<file path="config.mk">
export PLATFORM = sky130hd
export DESIGN_NAME = fdl_engine
export DESIGN_NICKNAME = d
export VERILOG_FILES = /design/src/fdl_engine.v /design/src/code_tx.v /design/src/code_rx.v
export VERILOG_INCLUDE_DIRS = /design/src
export SDC_FILE = /design/constraint.sdc
export NUM_CORES = 1
export LEC_CHECK = 0
export ABC_AREA = 0
export BUFFER_PORTS_ARGS = -buffer_cell sky130_fd_sc_hd__buf_4
export CORE_MARGIN = 5
export CORE_UTILIZATION = 55
export CTS_CLUSTER_SIZE = 28
export DETAILED_ROUTE_END_ITERATION = 12
export PLACE_DENSITY_LB_ADDON = 0.2
export SLEW_MARGIN = 40
export SYNTH_ARGS = -nofsm -noshare
export SYNTH_HDL_FRONTEND = slang
export SYNTH_SLANG_ARGS = --single-unit
</file>
<file path="constraint.sdc">
create_clock -name i_clk_sys -period 2.8 [get_ports i_clk_sys]
set_input_delay 0.14 -clock i_clk_sys [delete_from_list [all_inputs] [get_ports i_clk_sys]]
set_output_delay 0.14 -clock i_clk_sys [all_outputs]
set_load 0.05 [all_outputs]
</file>
<file path="src/fdl_engine_regs.vh">
`ifndef FDL_ENGINE_REGS_VH
`define FDL_ENGINE_REGS_VH
// ----------------------------------------
// register offsets (byte addresses)
// ----------------------------------------
`define ADDR_RX_CODE_CONTROL 9'h015
`define ADDR_RX_LINK_BYTE 9'h062
`define ADDR_RX_CODE_MESSAGE 9'h063
`define ADDR_RX_LATCHED_STATUS_SEVEN 9'h096
`define ADDR_RX_INTERRUPT_MASK_SEVEN 9'h0a6
`define ADDR_TX_LINK_CONTROL_TWO 9'h113
`define ADDR_TX_LINK_BYTE 9'h162
`define ADDR_TX_CODE_MESSAGE 9'h163
`define ADDR_TX_CONTROL_ONE 9'h181
`define ADDR_TX_CONTROL_TWO 9'h182
`define ADDR_TX_LATCHED_STATUS_TWO 9'h191
`define ADDR_TX_INTERRUPT_MASK_TWO 9'h1a1
`define ADDR_FRAMER_MODE 9'h1f0
// ----------------------------------------
// field positions
// ----------------------------------------
`define BIT_SEND_CODE_ENABLE 6
`define BIT_FBIT_PASS_THROUGH 6
`define BIT_TX_LINK_SOURCE_SELECT 7
`define BIT_CODE_DETECTED_FLAG 0
`define BIT_CODE_CLEARED_FLAG 1
`define BIT_RX_LINK_FULL 2
`define BIT_TX_LINK_EMPTY 4
`define BIT_QUALIFY_SEL0 0
`define BIT_DISINTEGRATE_SEL0 2
`define BIT_MODE_E1 0
`define BIT_MODE_D4 1
// ----------------------------------------
// reset values and timing
// ----------------------------------------
`define RESET_BYTE 8'h00
`define CODE_ABORT_PATTERN 8'hff
`define FRAME_TIME_NS 250000
`define CLOCK_PERIOD_NS 40
`endif

</file>
<file path="src/fdl_engine.v">
// Design decision made here: the plain strobed port.
`include "fdl_engine_regs.vh"
module fdl_engine
#(
  parameter [3:0] QUALIFY_0 = 4'h1,
  parameter [3:0] QUALIFY_1 = 4'h2,
  parameter [3:0] QUALIFY_2 = 4'h3,
  parameter [3:0] QUALIFY_3 = 4'h4,
  parameter [3:0] DISINT_0 = 4'h2,
  parameter [3:0] DISINT_1 = 4'h4,
  parameter [3:0] DISINT_2 = 4'h8,
  parameter [3:0] DISINT_3 = 4'hf
)
(
  input wire i_clk_sys,
  input wire i_rst,
  input wire [8:0] i_addr,
  input wire [7:0] i_wdata,
  input wire i_wr,
  input wire i_rd,
  output reg [7:0] o_rdata,
  input wire i_tx_link_slot,
  input wire i_tx_serial_input,
  output reg o_tx_link_bit,
  input wire i_rx_link_slot,
  input wire i_rx_link_bit,
  input wire i_rx_multiframe,
  output wire o_interrupt_out_n
);
  // ----------------------------------------
  // registers
  // ----------------------------------------
  reg [7:0] rx_code_control;
  reg [7:0] rx_link_byte;
  reg [5:0] rx_code_message;
  reg [2:0] rx_latched_status_seven;
  reg [2:0] rx_interrupt_mask_seven;
  reg [7:0] tx_link_control_two;
  reg [7:0] tx_link_byte;
  reg [5:0] tx_code_message;
  reg [7:0] tx_control_one;
  reg [7:0] tx_control_two;
  reg tx_latched_status_two;
  reg tx_interrupt_mask_two;
  reg [1:0] framer_mode;
  wire mode_e1 = framer_mode[`BIT_MODE_E1];
  wire mode_d4 = framer_mode[`BIT_MODE_D4];
  wire wr_rx_latched_status_seven = i_wr && i_addr == `ADDR_RX_LATCHED_STATUS_SEVEN;
  wire wr_tx_latched_status_two = i_wr && i_addr == `ADDR_TX_LATCHED_STATUS_TWO;
  wire wr_tx_byte = i_wr && i_addr == `ADDR_TX_LINK_BYTE;
  // ----------------------------------------
  // pin sampling: three stages, change when last two agree
  // ----------------------------------------
  reg [2:0] serial_sync;
  reg serial_level;
  always @(posedge i_clk_sys)
  begin
    if (i_rst)
    begin
      serial_sync <= 3'h0;
      serial_level <= 1'b0;
    end
    else
    begin
      serial_sync <= {serial_sync[1:0], i_tx_serial_input};
      if (serial_sync[2] == serial_sync[1])
        serial_level <= serial_sync[2];
    end
  end
  // ----------------------------------------
  // code transmit
  // ----------------------------------------
  wire send_code = tx_link_control_two[`BIT_SEND_CODE_ENABLE] && !mode_e1;
  wire code_bit;
  code_tx u_code_tx
  (
    .i_clk_sys(i_clk_sys),
    .i_rst(i_rst),
    .i_bit_slot(i_tx_link_slot),
    .i_send(send_code),
    .i_code(tx_code_message),
    .o_bit(code_bit)
  );
  // ----------------------------------------
  // legacy transmit link byte
  // ----------------------------------------
  reg [7:0] tx_shift;
  reg [2:0] tx_count;
  reg tx_pending;
  wire [2:0] tx_last = mode_d4 ? 3'h5 : 3'h7;
  wire legacy_src = !tx_control_two[`BIT_TX_LINK_SOURCE_SELECT];
  reg tx_done;
  // byte reloads from register at each byte boundary: old value repeats if unwritten
  always @(posedge i_clk_sys)
  begin
    if (i_rst)
    begin
      tx_shift <= `RESET_BYTE;
      tx_count <= 3'h0;
      tx_pending <= 1'b0;
      tx_done <= 1'b0;
    end
    else
    begin
      tx_done <= 1'b0;
      if (wr_tx_byte)
        tx_pending <= 1'b1;
      if (i_tx_link_slot && legacy_src)
      begin
        if (tx_count == tx_last)
        begin
          tx_count <= 3'h0;
          tx_shift <= tx_link_byte;
          tx_done <= 1'b1;
          tx_pending <= wr_tx_byte;
        end
        else
        begin
          tx_count <= tx_count + 3'h1;
          tx_shift <= {1'b0, tx_shift[7:1]};
        end
      end
    end
  end
  // output mux: pass-through has priority over code, pass-through keeps serial framing bits
  always @(posedge i_clk_sys)
  begin
    if (i_rst)
      o_tx_link_bit <= 1'b1;
    else if (i_tx_link_slot)
    begin
      if (tx_control_one[`BIT_FBIT_PASS_THROUGH])
        o_tx_link_bit <= serial_level;
      else if (send_code)
        o_tx_link_bit <= code_bit;
      else if (legacy_src)
        o_tx_link_bit <= tx_shift[0];
      else
        o_tx_link_bit <= serial_level;
    end
  end
  // ----------------------------------------
  // code receive and qualification
  // ----------------------------------------
  wire rx_valid;
  wire [5:0] rx_code;
  wire esf_rx = !mode_e1 && !mode_d4;
  code_rx u_code_rx
  (
    .i_clk_sys(i_clk_sys),
    .i_rst(i_rst),
    .i_bit_slot(i_rx_link_slot && esf_rx),
    .i_bit(i_rx_link_bit),
    .o_valid(rx_valid),
    .o_code(rx_code)
  );
  function [3:0] pick;
    input [1:0] sel;
    input [3:0] a;
    input [3:0] b;
    input [3:0] c;
    input [3:0] d;
    begin
      case (sel)
        2'h0: pick = a;
        2'h1: pick = b;
        2'h2: pick = c;
        default: pick = d;
      endcase
    end
  endfunction
  wire [3:0] qualify_need = pick(rx_code_control[`BIT_QUALIFY_SEL0 +: 2], QUALIFY_0, QUALIFY_1,
    QUALIFY_2, QUALIFY_3);
  wire [3:0] disint_need = pick(rx_code_control[`BIT_DISINTEGRATE_SEL0 +: 2], DISINT_0, DISINT_1,
    DISINT_2, DISINT_3);
  reg [5:0] cand_code;
  reg [3:0] cand_count;
  reg [3:0] miss_count;
  reg [3:0] bit_count;
  reg code_held;
  reg set_detect;
  reg set_clear;
  // persistence counts whole codewords; miss counts codeword periods of sixteen bits
  always @(posedge i_clk_sys)
  begin
    if (i_rst)
    begin
      cand_code <= 6'h00;
      cand_count <= 4'h0;
      miss_count <= 4'h0;
      bit_count <= 4'h0;
      code_held <= 1'b0;
      set_detect <= 1'b0;
      set_clear <= 1'b0;
      rx_code_message <= 6'h00;
    end
    else
    begin
      set_detect <= 1'b0;
      set_clear <= 1'b0;
      if (rx_valid)
      begin
        bit_count <= 4'h0;
        miss_count <= 4'h0;
        if (rx_code == cand_code && cand_count != 4'h0)
        begin
          if (cand_count != 4'hf)
            cand_count <= cand_count + 4'h1;
        end
        else
        begin
          cand_code <= rx_code;
          cand_count <= 4'h1;
        end
        // a held code is reported once; a new code or a re-detect after clear reports again
        if ((rx_code == cand_code ? cand_count + 4'h1 : 4'h1) >= qualify_need &&
          (!code_held || rx_code != rx_code_message))
        begin
          set_detect <= 1'b1;
          rx_code_message <= rx_code;
          code_held <= 1'b1;
        end
      end
      else if (i_rx_link_slot && esf_rx)
      begin
        bit_count <= bit_count + 4'h1;
        if (bit_count == 4'hf)
        begin
          if (miss_count != 4'hf)
            miss_count <= miss_count + 4'h1;
          if (miss_count + 4'h1 == disint_need)
          begin
            cand_count <= 4'h0;
            if (code_held)
              set_clear <= 1'b1;
            code_held <= 1'b0;
          end
        end
      end
    end
  end
  // ----------------------------------------
  // legacy receive link byte
  // ----------------------------------------
  reg [7:0] rx_shift;
  reg [2:0] rx_count;
  reg rx_full;
  // D4 gathers Fs bits and publishes at multiframe; ESF publishes every eight bits
  always @(posedge i_clk_sys)
  begin
    if (i_rst)
    begin
      rx_shift <= `RESET_BYTE;
      rx_count <= 3'h0;
      rx_full <= 1'b0;
      rx_link_byte <= `RESET_BYTE;
    end
    else
    begin
      rx_full <= 1'b0;
      if (mode_d4 && i_rx_multiframe)
      begin
        rx_link_byte <= {2'b00, rx_shift[7:2]};
        rx_full <= 1'b1;
        rx_count <= 3'h0;
      end
      else if (i_rx_link_slot)
      begin
        rx_shift <= {i_rx_link_bit, rx_shift[7:1]};
        rx_count <= rx_count + 3'h1;
        if (rx_count == 3'h7 && !mode_d4)
        begin
          rx_link_byte <= {i_rx_link_bit, rx_shift[7:1]};
          rx_full <= 1'b1;
        end
      end
    end
  end
  // ----------------------------------------
  // register writes and sticky flags
  // ----------------------------------------
  // set wins over a write-one clear in the same cycle
  always @(posedge i_clk_sys)
  begin
    if (i_rst)
    begin
      rx_code_control <= `RESET_BYTE;
      rx_interrupt_mask_seven <= 3'h0;
      tx_link_control_two <= `RESET_BYTE;
      tx_link_byte <= `RESET_BYTE;
      tx_code_message <= 6'h00;
      tx_control_one <= `RESET_BYTE;
      tx_control_two <= `RESET_BYTE;
      tx_interrupt_mask_two <= 1'b0;
      framer_mode <= 2'h0;
      rx_latched_status_seven <= 3'h0;
      tx_latched_status_two <= 1'b0;
    end
    else
    begin
      if (i_wr)
      begin
        case (i_addr)
          `ADDR_RX_CODE_CONTROL: rx_code_control <= i_wdata;
          `ADDR_RX_INTERRUPT_MASK_SEVEN: rx_interrupt_mask_seven <= i_wdata[2:0];
          `ADDR_TX_LINK_CONTROL_TWO: tx_link_control_two <= i_wdata;
          `ADDR_TX_LINK_BYTE: tx_link_byte <= i_wdata;
          `ADDR_TX_CODE_MESSAGE: tx_code_message <= i_wdata[5:0];
          `ADDR_TX_CONTROL_ONE: tx_control_one <= i_wdata;
          `ADDR_TX_CONTROL_TWO: tx_control_two <= i_wdata;
          `ADDR_TX_INTERRUPT_MASK_TWO: tx_interrupt_mask_two <= i_wdata[`BIT_TX_LINK_EMPTY];
          `ADDR_FRAMER_MODE: framer_mode <= i_wdata[1:0];
          default: framer_mode <= framer_mode;
        endcase
      end
      rx_latched_status_seven <= (rx_latched_status_seven & ~(wr_rx_latched_status_seven ? i_wdata[2:0] : 3'h0)) |
        {rx_full, set_clear, set_detect};
      tx_latched_status_two <= (tx_latched_status_two & ~(wr_tx_latched_status_two && i_wdata[`BIT_TX_LINK_EMPTY])) |
        tx_done;
    end
  end
  assign o_interrupt_out_n = ~(|(rx_latched_status_seven & rx_interrupt_mask_seven) |
    (tx_latched_status_two & tx_interrupt_mask_two));
  // ----------------------------------------
  // register reads
  // ----------------------------------------
  always @(posedge i_clk_sys)
  begin
    if (i_rst)
      o_rdata <= 8'h00;
    else if (i_rd)
    begin
      case (i_addr)
        `ADDR_RX_CODE_CONTROL: o_rdata <= rx_code_control;
        `ADDR_RX_LINK_BYTE: o_rdata <= rx_link_byte;
        `ADDR_RX_CODE_MESSAGE: o_rdata <= {2'b00, rx_code_message};
        `ADDR_RX_LATCHED_STATUS_SEVEN: o_rdata <= {5'h00, rx_latched_status_seven};
        `ADDR_RX_INTERRUPT_MASK_SEVEN: o_rdata <= {5'h00, rx_interrupt_mask_seven};
        `ADDR_TX_LINK_CONTROL_TWO: o_rdata <= tx_link_control_two;
        `ADDR_TX_LINK_BYTE: o_rdata <= tx_link_byte;
        `ADDR_TX_CODE_MESSAGE: o_rdata <= {2'b00, tx_code_message};
        `ADDR_TX_CONTROL_ONE: o_rdata <= tx_control_one;
        `ADDR_TX_CONTROL_TWO: o_rdata <= tx_control_two;
        `ADDR_TX_LATCHED_STATUS_TWO: o_rdata <= {3'h0, tx_latched_status_two, 4'h0};
        `ADDR_TX_INTERRUPT_MASK_TWO: o_rdata <= {3'h0, tx_interrupt_mask_two, 4'h0};
        `ADDR_FRAMER_MODE: o_rdata <= {6'h00, framer_mode};
        default: o_rdata <= 8'h00;
      endcase
    end
    else
      o_rdata <= 8'h00;
  end
endmodule // fdl_engine

</file>
<file path="src/code_tx.v">
// ----------------------------------------
// code transmitter: 0 code 0 1111 1111 pattern, lsb first
// ----------------------------------------
module code_tx
(
  input wire i_clk_sys,
  input wire i_rst,
  input wire i_bit_slot,
  input wire i_send,
  input wire [5:0] i_code,
  output reg o_bit
);
  reg [3:0] pos;
  reg active;
  // position 0 and 7 are zero, 1..6 code, 8..15 abort flag of ones
  always @(posedge i_clk_sys)
  begin
    if (i_rst)
    begin
      pos <= 4'h0;
      active <= 1'b0;
      o_bit <= 1'b1;
    end
    else if (i_bit_slot)
    begin
      if (!i_send)
      begin
        active <= 1'b0;
        pos <= 4'h0;
        o_bit <= 1'b1;
      end
      else
      begin
        active <= 1'b1;
        pos <= active ? pos + 4'h1 : 4'h1;
        if (!active || pos == 4'h0 || pos == 4'h7)
          o_bit <= 1'b0;
        else if (pos < 4'h7)
          o_bit <= i_code[pos[2:0] - 3'h1];
        else
          o_bit <= 1'b1;
      end
    end
  end
endmodule // code_tx

</file>
<file path="src/code_rx.v">
// ----------------------------------------
// code detector: finds 11111111 0 xxxxxx 0 pattern
// ----------------------------------------
`include "fdl_engine_regs.vh"
module code_rx
(
  input wire i_clk_sys,
  input wire i_rst,
  input wire i_bit_slot,
  input wire i_bit,
  output reg o_valid,
  output reg [5:0] o_code
);
  reg [15:0] shift;
  wire [15:0] next_shift;
  assign next_shift = {i_bit, shift[15:1]};
  // newest bit at the top; a match means a whole codeword has just arrived
  always @(posedge i_clk_sys)
  begin
    if (i_rst)
    begin
      shift <= 16'h0000;
      o_valid <= 1'b0;
      o_code <= 6'h00;
    end
    else
    begin
      o_valid <= 1'b0;
      if (i_bit_slot)
      begin
        shift <= next_shift;
        if (next_shift[7:0] == `CODE_ABORT_PATTERN && !next_shift[8] && !next_shift[15] && next_shift[14:9] != 6'h3f)
        begin
          o_valid <= 1'b1;
          o_code <= next_shift[14:9];
        end
      end
    end
  end
endmodule // code_rx

</file>
==> summary.md <==
| Metric | Value |
|---|---|
| Crit path time final | `2530 ps` |
| Drc violations | `0` |
| Setup WS pre-CTS | `between 200 and 300 ps` |
| TNS Setup | `0 ps` |
| Initial Utilization | `0.560` |
| CTS buffer count | `17` |
| Endpoints failing hold | `0` |
| F_max | `396 MHz` |
| DR iter-0 viols | `469` |
| Crit-path max FO | `7` |
| Asr flop ratio synth | `0` |
| Number of global-route vias before repair | `5870` |
| Clock Latency Late Sink | `~420 ps` |
| Worst Setup Path Type | `flop to flop` |
| Tightest Hold Check Type | `input pin to flop` |
| CTS max path bufs | `2` |
| Ys Warns | `0` |
| Die area | `15900 um^2` |
| Worst Path Arrival | `2830 ps` |
| Postcts setup bufs | `0` |
| Area leader, netlist | `dfxtp_1` |
| First-pass DRT Iterations | `6` |
| Largest net degree at the start of global routing | `73` |
| Top cell type's share of synthesized area | `0.419` |
| Ys flop type | `dfxtp_1` |
| CTS Hold Buffers Added | `4` |
| H-tree Lvls | `4` |
| RSZ-0062 raised after global routing | `false` |
| Global placement routability congestion | `~0.94` |
| Antenna violations before repair | `0` |
| Placed wire-length estimate | `12900 um` |
| Slew margin rel. | `0.487` |
| WP data required | `3100 ps` |
| Post_cts resized | `0` |
| Syn Nets | `875` |
| Final number of max-transition violations | `0` |
| Antenna Nets Post-Route | `0` |
| Site Rows | `42` |
| MaxCap Viol Count | `0` |
| Clock tree sinks | `155` |
| Startpoint types | `flop` |
| Vias per cell | `5.88` |
| Top post-synthesis cells by area | `dfxtp_1, mux2i_1, nand2_1` |
| Total wire length | `about 19000 um` |
| Clock transition at the registers of the reported paths | `70 ps` |
| Syn avg cell area | `8.92 um^2` |
| Grt ovf | `0` |
| Pleak | `around 3.2 nW` |
| WL per Instance | `around 18 um` |
| Port buffer count | `35` |
| Layout Skew | `between 10 and 15 ps` |
| Final worst slack | `272 ps` |
| CTS tree | `yes` |
| Outcome | `completed` |
| GRT Util Overall | `0.234` |
| Io pins | `36` |
| Height of the die | `126 um` |
| N_diodes | `0` |
| PD cells | `588 nW/um^2` |
| Layout area overhead | `12.6%` |
| Most common cell after layout, fill and taps aside | `dfxtp_1` |
| Via Count | `6071` |
| Crit. End Element | `flop` |
| Layout Utilization | `0.630` |
| Final setup vio count | `0` |
| Synthesized instance count | `831` |
| Synth cell types | `73` |
| Sequential area share after synthesis | `0.419` |
| Final Cycle Share | `0.903` |
| Post-layout nets | `around 890` |
| CTS Root Cell | `clkbuf_16` |
| Highest-count cells in the layout ignoring fill and taps | `dfxtp_1, nand2_1, nor2_1` |
| First-pass GRT wire length | `approximately 30000 um` |
| Peak supply drop | `0.442 mV` |
| FF+latch count, synth | `155` |
| # fillers | `1118` |
| Die X | `between 100 and 150 um` |
| Count of flip-flops with a built-in enable after synthesis | `0` |
| Synthesized cell area | `7410 um^2` |
| Share of cells above drive strength 1 | `0.119` |
| Core Region | `13200 um^2` |
| Actual slew at the worst max-slew pin | `between 700 and 800 ps` |
## kinds of logic (layout without fill, tap and decap cells)
group / after synthesis / count (layout) / synth area share
AOI/OAI and AO/OA: 148 / 148 / 0.137
xor gates and xnor gates: 26 / 26 / 0.0326
adders and majority gates: 18 / 18 / 0.0304
buffers and inverters: 74 / 99 / 0.0480
DFF: 155 / 155 / 0.419
muxes: 85 / 85 / 0.117
and+or+nand+nor: 325 / 325 / 0.216
## where the power goes
| group | total, W | switching [W] | internal (W) |
|---|---|---|---|
| clock network | 0.00243 | 0.000941 | 0.00149 |
| logic | 0.000232 | 0.000153 | 0.0000787 |
| registers | 0.00224 | 0.0000159 | 0.00223 |
| total | 0.00490 | 0.00111 | 0.00379 |
## synthesized netlist by cell type, types with 3 or more instances
| master | instances |
|---|---|
| a32oi_1 | 6 |
| ha_1 | 18 |
| a211oi_1 | 18 |
| nor2b_1 | 10 |
| nand3_2 | 3 |
| mux2i_1 | 83 |
| dfxtp_1 | 155 |
| a22o_1 | 7 |
| nand2b_1 | 6 |
| nand3b_1 | 3 |
| a221oi_1 | 3 |
| nand3_1 | 21 |
| buf_6 | 5 |
| nor3b_1 | 5 |
| buf_1 | 4 |
| o21ai_0 | 7 |
| inv_1 | 18 |
| buf_2 | 17 |
| nand2_1 | 107 |
| a21oi_1 | 60 |
| a22oi_1 | 13 |
| o211a_1 | 6 |
| clkbuf_1 | 25 |
| nor2_1 | 101 |
| xor2_1 | 7 |
| nand4_1 | 11 |
| xnor2_1 | 18 |
| o22ai_1 | 3 |
| nor3_1 | 11 |
| buf_4 | 5 |
| o31ai_1 | 3 |
| a21o_1 | 3 |
| and3_1 | 11 |
| and2_1 | 13 |
## final timing paths
check	from	to	slack, ps	cells past startpoint
worst max-delay path	u_code_rx.o_code[5]	rx_code_message[1]	270	10
worst min-delay path	i_wdata[5]	tx_link_byte[5]	20	3
worst max register to register	u_code_rx.o_code[5]	rx_code_message[1]	270	10
worst min register to register	set_clear	rx_latched_status_seven[1]	450	2
## stage by stage
step	hold WS (ps)	cells	power, W	instance area, um^2
2_1_floorplan	268	831	0.00244	7410
6_report	21.3	1032	0.00490	8350
3_3_place_gp	365	996	0.00251	7680
5_1_grt	12.8	1032	0.00506	8350
3_5_place_dp	361	996	0.00251	7680
4_1_cts	12.9	1032	0.00493	8350
## flip-flops by register name (all words and copies together), names as in the netlist, 4 cells and up
signal,flops
bit_count,4
cand_code,6
cand_count,4
miss_count,4
o_rdata,8
rx_code_control,8
rx_code_message,6
rx_link_byte,8
rx_shift,7
tx_code_message,6
tx_control_one,8
tx_control_two,8
tx_link_byte,8
tx_link_control_two,8
tx_shift,8
u_code_rx.o_code,6
u_code_rx.shift,15
u_code_tx.pos,4
## routing by layer
metal,GRT usage,part of all wire,vias to the layer above
li1,-,-,2950
met1,0.311,0.44,2885
met2,0.381,0.47,205
met3,0.0588,0.069,31
met4,0.0637,0.017,0
met5,0,0,-
## area by class of cell
cell class,instances,area [um^2],area share
sequential,155,3100,0.372
multi-input combinational,602,3950,0.473
tap,176,220,0.0264
inverter,18,67.6,0.00809
clock buffer,21,470,0.0564
clock inverter,11,156,0.0187
timing repair buffer,49,378,0.0453
## worst max-delay path, cell delays in order (launching register included)
cell      delay, ps
dfxtp_1         430
xnor2_1         140
nand2_1         150
or2_2           380
nor2_1          110
ha_1            230
nand2b_1        140
a21o_1          170
a21o_1          180
o221a_2         340
mux2i_1         150
Power figures use the tool's default switching activity.
